<file path="config.mk">
export PLATFORM = sky130hd
export DESIGN_NAME = bus_cycle
export DESIGN_NICKNAME = d
export VERILOG_FILES = /design/src/verilog/bus_cycle_pkg.sv /design/src/verilog/reset_sync.sv /design/src/verilog/tri_out.sv /design/src/verilog/bus_cycle.sv
export SDC_FILE = /design/constraint.sdc
export NUM_CORES = 1
export LEC_CHECK = 0
export ABC_CLOCK_PERIOD_IN_PS = 4800
export BUFFER_PORTS_ARGS = -buffer_cell sky130_fd_sc_hd__buf_2
export CAP_MARGIN = 20
export CORE_UTILIZATION = 35
export DETAILED_ROUTE_END_ITERATION = 10
export PLACE_DENSITY = 0.57
export SLEW_MARGIN = 20
export SYNTH_ARGS = -nofsm -noshare
export SYNTH_HDL_FRONTEND = slang
export SYNTH_SLANG_ARGS = --single-unit
export TNS_END_PERCENT = 1
</file>
<file path="constraint.sdc">
create_clock -name CLK -period 4.8 [get_ports CLK]
set_input_delay 0.96 -clock CLK [delete_from_list [all_inputs] [get_ports CLK]]
set_output_delay 0.96 -clock CLK [all_outputs]
set_load 0.02 [all_outputs]
</file>
<file path="src/verilog/bus_cycle_pkg.sv">
`default_nettype none
package bus_cycle_pkg;
  // cycle status code {select, status1, status0}
  localparam logic [2:0] CODE_MEM_WRITE = 3'h1;
  localparam logic [2:0] CODE_MEM_READ = 3'h2;
  localparam logic [2:0] CODE_OPFETCH = 3'h3;
  localparam logic [2:0] CODE_IO_WRITE = 3'h5;
  localparam logic [2:0] CODE_IO_READ = 3'h6;
  localparam logic [2:0] CODE_INT_ACK = 3'h7;
  localparam logic [1:0] CODE_HALT_STATUS = 2'h0;
  localparam int SELECT_BIT = 2;
  localparam int STATUS1_BIT = 1;
  localparam logic [7:0] BYTE_RESET = 8'h00;
  localparam logic [15:0] ADDR_RESET = 16'h0000;

  typedef enum logic [2:0] {
    KIND_MEM_WRITE = 3'h1,
    KIND_MEM_READ = 3'h2,
    KIND_OPFETCH = 3'h3,
    KIND_IO_WRITE = 3'h5,
    KIND_IO_READ = 3'h6,
    KIND_INT_ACK = 3'h7
  } cycle_kind_t;

  typedef struct packed {
    cycle_kind_t kind;
    logic [15:0] addr;
    logic [7:0] wdata;
  } cycle_req_t;

  typedef struct packed {
    logic [7:0] rdata;
    logic [2:0] kind;
  } cycle_done_t;
endpackage : bus_cycle_pkg
`default_nettype wire

</file>
<file path="src/verilog/reset_sync.sv">
`timescale 1ns/1ns
`default_nettype none
module reset_sync (
  input wire logic clk,
  input wire logic rst_in_n,
  output logic rst_out_n
);
  logic meta;
  always_ff @(posedge clk or negedge rst_in_n) begin
    if (!rst_in_n) begin
      meta <= 1'b0;
      rst_out_n <= 1'b0;
    end else begin
      meta <= 1'b1;
      rst_out_n <= meta;
    end
  end
endmodule : reset_sync
`default_nettype wire

</file>
<file path="src/verilog/tri_out.sv">
`timescale 1ns/1ns
`default_nettype none
module tri_out #(
  parameter int WIDTH = 8
) (
  input wire logic clk,
  input wire logic rst_n,
  input wire logic [WIDTH-1:0] next_value,
  input wire logic next_enable,
  output logic [WIDTH-1:0] value,
  output logic enable
);
  always_ff @(posedge clk or negedge rst_n) begin
    if (!rst_n) begin
      value <= '0;
      enable <= 1'b0;
    end else begin
      value <= next_value;
      enable <= next_enable;
    end
  end
endmodule : tri_out
`default_nettype wire

</file>
<file path="src/verilog/bus_cycle.sv">
// How it works
// high address outputs carry address bits 15..8, or the port number for I/O.
// high address, read and write strobes float in hold, halt, reset.
// first clock state puts low eight address bits on shared lines.
// second, third states carry data; device drives only on writes.
// address latch strobe pulses in first state, low address stable around it.
// address latch strobe is always driven, never floated.
// peripherals latch low address on the address latch strobe.
// status code memory write 001, memory read 010.
// status code I/O write 101, I/O read 110.
// status code opcode fetch 011, interrupt acknowledge 111.
// halt drives status bits low, select floats; hold/reset float select.
// status bit 1 high for reads, low for writes, before strobes.
// select and status set at cycle start, held till cycle end.
// active-low read strobe asks addressed device to drive data.
// active-low write strobe marks valid write data on bus.
// write data stays valid through the strobe's rising edge.
// addressed device raises ready when prepared to transfer.
// while ready low, insert whole wait clocks; finish after ready high. The code ignores ready in opcode fetch and interrupt acknowledge cycles.
// ready sampled in second state; waits hold all bus outputs steady.
`timescale 1ns/1ns
`default_nettype none
module bus_cycle (
  input wire logic CLK,
  input wire logic RST_N,
  input wire logic HOLD_MODE,
  input wire logic HALT_MODE,
  input wire logic REQ_VALID,
  input wire bus_cycle_pkg::cycle_req_t REQ,
  output logic REQ_READY,
  output logic DONE_VALID,
  output bus_cycle_pkg::cycle_done_t DONE,
  input wire logic READY,
  output logic [7:0] HIGH_ADDRESS_BYTE,
  output logic HIGH_ADDRESS_BYTE_OE,
  input wire logic [7:0] SHARED_LOW_ADDR_DATA_IN,
  output logic [7:0] SHARED_LOW_ADDR_DATA_OUT,
  output logic SHARED_LOW_ADDR_DATA_OE,
  output logic ADDR_LATCH_STROBE,
  output logic MEM_IO_SELECT,
  output logic MEM_IO_SELECT_OE,
  output logic CYCLE_STATUS_BIT1,
  output logic CYCLE_STATUS_BIT0,
  output logic READ_STROBE_N,
  output logic WRITE_STROBE_N,
  output logic STROBES_OE
);
  import bus_cycle_pkg::*;

  // ----------------------------------------
  // reset release
  // ----------------------------------------
  logic rst_n;
  // two flops release reset; assertion stays asynchronous
  reset_sync u_rst (
    .clk(CLK),
    .rst_in_n(RST_N),
    .rst_out_n(rst_n)
  );

  // ----------------------------------------
  // clock-state sequencer
  // ----------------------------------------
  // one-hot states; TW repeats while ready is low
  typedef enum logic [4:0] {
    ST_IDLE = 5'h01,
    ST_T1 = 5'h02,
    ST_T2 = 5'h04,
    ST_TW = 5'h08,
    ST_T3 = 5'h10
  } state_t;

  state_t state;
  state_t next_state;
  cycle_req_t cur;
  logic [2:0] code;

  // ----------------------------------------
  // cycle start decode
  // ----------------------------------------
  wire parked = HOLD_MODE | HALT_MODE;
  wire start = (state == ST_IDLE || state == ST_T3) && REQ_VALID && !parked;
  wire is_write = !code[STATUS1_BIT];
  // opcode fetch and interrupt acknowledge never wait on ready
  wire is_rw = (code != CODE_INT_ACK) && (code != CODE_OPFETCH);
  wire wait_now = is_rw && !READY;
  // last data clock of the cycle: ready seen, or no ready needed
  wire finish = (state == ST_T2 || state == ST_TW) && !wait_now;
  wire [7:0] next_rdata = is_write ? BYTE_RESET : SHARED_LOW_ADDR_DATA_IN;

  // ----------------------------------------
  // next-state decode
  // ----------------------------------------
  always_comb begin
    next_state = state;
    case (state)
      ST_IDLE: next_state = start ? ST_T1 : ST_IDLE;
      ST_T1: next_state = ST_T2;
      ST_T2: next_state = wait_now ? ST_TW : ST_T3;
      ST_TW: next_state = wait_now ? ST_TW : ST_T3;
      ST_T3: next_state = start ? ST_T1 : ST_IDLE;
      default: next_state = ST_IDLE;
    endcase
  end

  // ----------------------------------------
  // state register
  // ----------------------------------------
  always_ff @(posedge CLK or negedge rst_n) begin
    if (!rst_n) begin
      state <= ST_IDLE;
    end else begin
      state <= next_state;
    end
  end

  // ----------------------------------------
  // request capture, held for the whole cycle
  // ----------------------------------------
  // the request is copied at start so REQ may change freely mid-cycle
  always_ff @(posedge CLK or negedge rst_n) begin
    if (!rst_n) begin
      cur <= '0;
    end else if (start) begin
      cur <= REQ;
    end
  end

  // status code is frozen from T1 to the end of T3
  always_ff @(posedge CLK or negedge rst_n) begin
    if (!rst_n) begin
      code <= CODE_OPFETCH;
    end else if (start) begin
      code <= REQ.kind;
    end
  end

  // ----------------------------------------
  // pin values, all registered
  // ----------------------------------------
  // every pin is computed from the next state and registered, so each
  // pin changes on the same edge as the state it belongs to
  wire in_t1 = (next_state == ST_T1);
  wire active = (next_state != ST_IDLE);
  wire data_phase = (next_state == ST_T2) || (next_state == ST_TW);
  wire [2:0] next_code = start ? REQ.kind : code;
  cycle_req_t next_cur;
  assign next_cur = start ? REQ : cur;

  // ----------------------------------------
  // address and data pins
  // ----------------------------------------
  wire next_write = !next_code[STATUS1_BIT];
  wire io_cycle = next_code[SELECT_BIT];
  wire [7:0] next_high =
    io_cycle ? next_cur.addr[7:0] : next_cur.addr[15:8];
  wire next_low_oe = in_t1 || (active && next_write);
  wire [7:0] next_low =
    in_t1 ? next_cur.addr[7:0] : next_cur.wdata;

  // ----------------------------------------
  // strobe pins
  // ----------------------------------------
  // hold and halt take the pins away at once, even inside a cycle;
  // the sequencer runs on so a cycle under way is not lost
  wire next_drive = !HOLD_MODE && !HALT_MODE;
  wire next_rd_n = !(data_phase && !next_write);
  wire next_wr_n = !(data_phase && next_write);

  // ----------------------------------------
  // status pins
  // ----------------------------------------
  logic [1:0] next_status;
  always_comb begin
    if (HALT_MODE && !HOLD_MODE) begin
      next_status = CODE_HALT_STATUS;
    end else begin
      next_status = next_code[1:0];
    end
  end

  // ----------------------------------------
  // three-state pin registers
  // ----------------------------------------
  // enables reset low so no three-state pin drives the bus while reset holds
  tri_out #(.WIDTH(8)) u_high (
    .clk(CLK),
    .rst_n(rst_n),
    .next_value(next_high),
    .next_enable(next_drive),
    .value(HIGH_ADDRESS_BYTE),
    .enable(HIGH_ADDRESS_BYTE_OE)
  );

  tri_out #(.WIDTH(8)) u_low (
    .clk(CLK),
    .rst_n(rst_n),
    .next_value(next_low),
    .next_enable(next_low_oe && next_drive),
    .value(SHARED_LOW_ADDR_DATA_OUT),
    .enable(SHARED_LOW_ADDR_DATA_OE)
  );

  tri_out #(.WIDTH(1)) u_sel (
    .clk(CLK),
    .rst_n(rst_n),
    .next_value(next_code[SELECT_BIT]),
    .next_enable(next_drive),
    .value(MEM_IO_SELECT),
    .enable(MEM_IO_SELECT_OE)
  );

  // ----------------------------------------
  // address latch strobe, never floated
  // ----------------------------------------
  always_ff @(posedge CLK or negedge rst_n) begin
    if (!rst_n) begin
      ADDR_LATCH_STROBE <= 1'b0;
    end else begin
      ADDR_LATCH_STROBE <= in_t1;
    end
  end

  // ----------------------------------------
  // cycle status, always driven
  // ----------------------------------------
  always_ff @(posedge CLK or negedge rst_n) begin
    if (!rst_n) begin
      CYCLE_STATUS_BIT1 <= 1'b0;
    end else begin
      CYCLE_STATUS_BIT1 <= next_status[1];
    end
  end

  always_ff @(posedge CLK or negedge rst_n) begin
    if (!rst_n) begin
      CYCLE_STATUS_BIT0 <= 1'b0;
    end else begin
      CYCLE_STATUS_BIT0 <= next_status[0];
    end
  end

  // ----------------------------------------
  // read and write strobes
  // ----------------------------------------
  // low through T2 and every wait clock, high again in T3
  always_ff @(posedge CLK or negedge rst_n) begin
    if (!rst_n) begin
      READ_STROBE_N <= 1'b1;
    end else begin
      READ_STROBE_N <= next_rd_n;
    end
  end

  // rises into T3 while the data pins still hold the write data
  always_ff @(posedge CLK or negedge rst_n) begin
    if (!rst_n) begin
      WRITE_STROBE_N <= 1'b1;
    end else begin
      WRITE_STROBE_N <= next_wr_n;
    end
  end

  always_ff @(posedge CLK or negedge rst_n) begin
    if (!rst_n) begin
      STROBES_OE <= 1'b0;
    end else begin
      STROBES_OE <= next_drive;
    end
  end

  // ----------------------------------------
  // request and completion handshake
  // ----------------------------------------
  // one-clock pulse: the request was taken on the previous edge
  always_ff @(posedge CLK or negedge rst_n) begin
    if (!rst_n) begin
      REQ_READY <= 1'b0;
    end else begin
      REQ_READY <= start;
    end
  end

  // one-clock pulse after the last data clock
  always_ff @(posedge CLK or negedge rst_n) begin
    if (!rst_n) begin
      DONE_VALID <= 1'b0;
    end else begin
      DONE_VALID <= finish;
    end
  end

  always_ff @(posedge CLK or negedge rst_n) begin
    if (!rst_n) begin
      DONE <= '0;
    end else if (finish) begin
      // read data is taken on the edge that leaves the last data clock
      DONE.rdata <= next_rdata;
      DONE.kind <= code;
    end
  end
endmodule : bus_cycle
`default_nettype wire

</file>
==> impl_metrics.csv <==
group,metric,value,unit
synth,ys_seq_elements,70,
timing,whs,353,ps
route,wl_per_cell,13.8,µm
synth,syn_nets,241,
route,drt_first_pass_iters,4,
global_routing,grt_pass1_vias,1806,
die,start_util,36.8,%
synth,yosysTopAreaCellShare,56.4,%
route,vias,1792,
route,remaining_drc_errors,0,
placed_design,dp_hpwl,3.58,mm
worst_setup_path,cp.required,5010,ps
cts,clock_sinks,70,
global_routing,antenna_found_initial,0,
cts,cts_setup_buffers,0,
route,wl,5.37,mm
synth,synth_edf_count,0,
cts,cts.path.max_buffers,2,
cts,cts_root_buffer,"clkbuf_8",
placed_design,port_buffers,79,
die,core,7850,µm²
synth,synth_area_leaders,"dfrtp_1, mux2_2, mux2i_1, dfstp_2, buf_6",
die,num_rows,32,
route,viasPerCell,4.62,
global_routing,grt_start_max_net_pins,69,
timing,clock_skew,8.68,ps
worst_setup_path,worst-path-max-fanout,35,
timing,rsz0062_at_grt,"false",
global_routing,gr-usage-all-layers,13.8,%
finish,drive_gt1_share,48.6,%
cts,hold_buffers,0,
synth,avgSynthCellArea,14.4,µm²
synth,synth_cells,200,
outcome,status,"completed",
job,maxCapViolCount,0,
synth,synth.cell_area,2890,µm²
timing,worst_pin_slew,858,ps
cts,cts_tree,"built",
synth,yosysWarnings,0,
cts,cts_resized,0,
timing,setup-tns-final,0,ps
timing,setup_viol,0,
timing,finalMaxSlewViolations,0,
finish,n_fill_cell,775,
global_routing,grt_pass1_wl,8.95,mm
timing,max-slew-margin-rel,42.8,%
synth,synthArstFlopShare,100,%
finish,insertedDiodeCount,0,
worst_setup_path,worstSetupStartpointType,"primary input",
route,drtAntennaViolNets,0,
die,die_area,8610,µm²
die,fp.dieW,92.8,µm
finish,nets,322,
worst_hold_path,min_path_type,"reg -> reg",
finish,syn2layout_area_growth,21.1,%
synth,synthTopCellsByCount,"dfrtp_1, mux2_2, mux2i_1",
synth,synth.largest_area_cell,"dfrtp_1",
placed_design,globalplace.congestion,0.788,
cts,htree_levels,3,
synth,synth.area.mux_share,25.5,%
worst_setup_path,cp_data_arrival_time,2940,ps
synth,synth.most_common_cell,"dfrtp_1",
timing,period_needed,2730,ps
die,ios,80,
power_and_ir_drop,ir_drop,0.185,mV
power_and_ir_drop,p_total,1430,µW
synth,seq_area_frac_synth,60.9,%
cts,clkTransAtPathRegs,60,ps
timing,fmax,367,MHz
cts,clk_latency,330,ps
power_and_ir_drop,powerDensity,410,nW/µm²
global_routing,gr-total-overflow,0,
synth,synthAdderAreaFrac,0,%
worst_setup_path,crit_path_end_kind,"register",
cts,cts_made_buffers,9,
synth,synth-compound-area-share,2.69,%
die,die_y,92.8,µm
synth,synth_top_family_by_area,"multiplexers",
route,initialDrtViolationCount,77,
timing,timing.final.crit_share,56.8,%
synth,synth-xor-area-share,0.607,%
synth,yosys.cell_types.count,33,
synth,synth-simple-area-share,5.59,%
worst_setup_path,critPathKind,"in -> reg",
finish,final_cells,388,
timing,hold_viol,0,
placed_design,post-place-cells,372,
power_and_ir_drop,power.leakage,0.00170,µW
synth,synthFlopType,"dfrtp_1",
-- cell type report --
cell class / instances / area [µm²] / share of cell area [%]
Clock buffer: 14 / 143 / 4.08
Clock inverter: 2 / 10.0 / 0.286
Inverter: 13 / 48.8 / 1.40
Multi-Input combinational cell: 107 / 1000 / 28.7
Sequential cell: 70 / 1760 / 50.3
Tap cell: 102 / 128 / 3.65
Timing Repair Buffer: 80 / 403 / 11.5
-- routing by layer --
| layer | share of wire, % | vias to the layer above | track usage, % |
|---|---|---|---|
| li1 | - | 852 | - |
| met1 | 44 | 867 | 16.8 |
| met2 | 47 | 65 | 21.7 |
| met3 | 8.1 | 8 | 6.40 |
| met4 | 1.5 | 0 | 4.62 |
| met5 | 0 | - | 0 |
-- path summary, 6_finish.rpt --
check / from / endpoint / slack, ps / cells after the start
min in group asynchronous: RST_N / u_rst.meta$_DFF_PN0_ / 400 / 1
worst min register to register: u_rst.meta$_DFF_PN0_ / u_rst.rst_out_n$_DFF_PN0_ / 350 / 0
worst min-delay path: u_rst.meta$_DFF_PN0_ / u_rst.rst_out_n$_DFF_PN0_ / 350 / 0
worst max register to register: state[0]$_DFF_PN1_ / u_low.value[7]$_DFF_PN0_ / 2190 / 4
worst max-delay path: HALT_MODE / u_low.value[7]$_DFF_PN0_ / 2070 / 5
max in group asynchronous: u_rst.rst_out_n$_DFF_PN0_ / u_high.value[2]$_DFF_PN0_ / 3790 / 1
-- cells by family (layout without fill, tap and decap cells) --
| kind of cell | count (synthesis) | in the layout |
|---|---|---|
| mux | 69 | 69 |
| xor+xnor | 2 | 2 |
| buf+inv | 23 | 109 |
| flops | 70 | 70 |
| simple gates | 25 | 25 |
| compound gates | 10 | 10 |
| other cells | 1 | 1 |
-- critical path, cell delays in order --
cell and delay (ps):
buf_2 110, nor2_1 320, nand3_4 470, inv_1 640, mux2_2 410
-- sequential cells by signal (all words and copies together) (netlist names), 3 cells and up --
name	flops
cur	24
code	3
DONE	11
state	5
u_high.value	8
u_low.value	8
-- where the power goes --
part,internal (µW),switching [µW],total (µW)
combinational,138,157,295
clock,187,198,384
sequential,697,56.5,753
-- cells in the final DEF, fill, tap and decap left out --
master    instances
a2bb2o_1          1
a31o_2            1
dfrtp_1          64
or3_1             1
nor3b_1           1
mux2i_1          32
nand3_4           1
nor3_1            2
o211ai_1          1
nor3_4            1
a211oi_1          1
clkinv_2          2
xor2_1            1
or4_1             1
nand4_1           1
and2_1            1
nand2_1          10
nand2b_1          1
nor2_1            3
dfrtp_2           1
o21a_1            2
conb_1            1
clkbuf_8          9
inv_1            13
mux2_2           37
nor4b_4           1
xnor2_1           1
clkbuf_1          5
dfstp_2           5
a21oi_1           2
buf_4             1
a221o_1           1
buf_2            79
o311ai_0          1
or3_4             1
-- metrics by stage --
step / setup slack (ps) / utilization [%] / cell area (µm²)
after global routing: 1870 / 44.5 / 3490
after CTS: 2030 / 44.5 / 3490
after global placement: 1720 / 42.5 / 3340
final: 2070 / 44.5 / 3490
after floorplan: 2720 / - / 2890
after detailed placement: 1680 / 42.5 / 3340
Note: power is estimated with default switching activity, not from simulation.
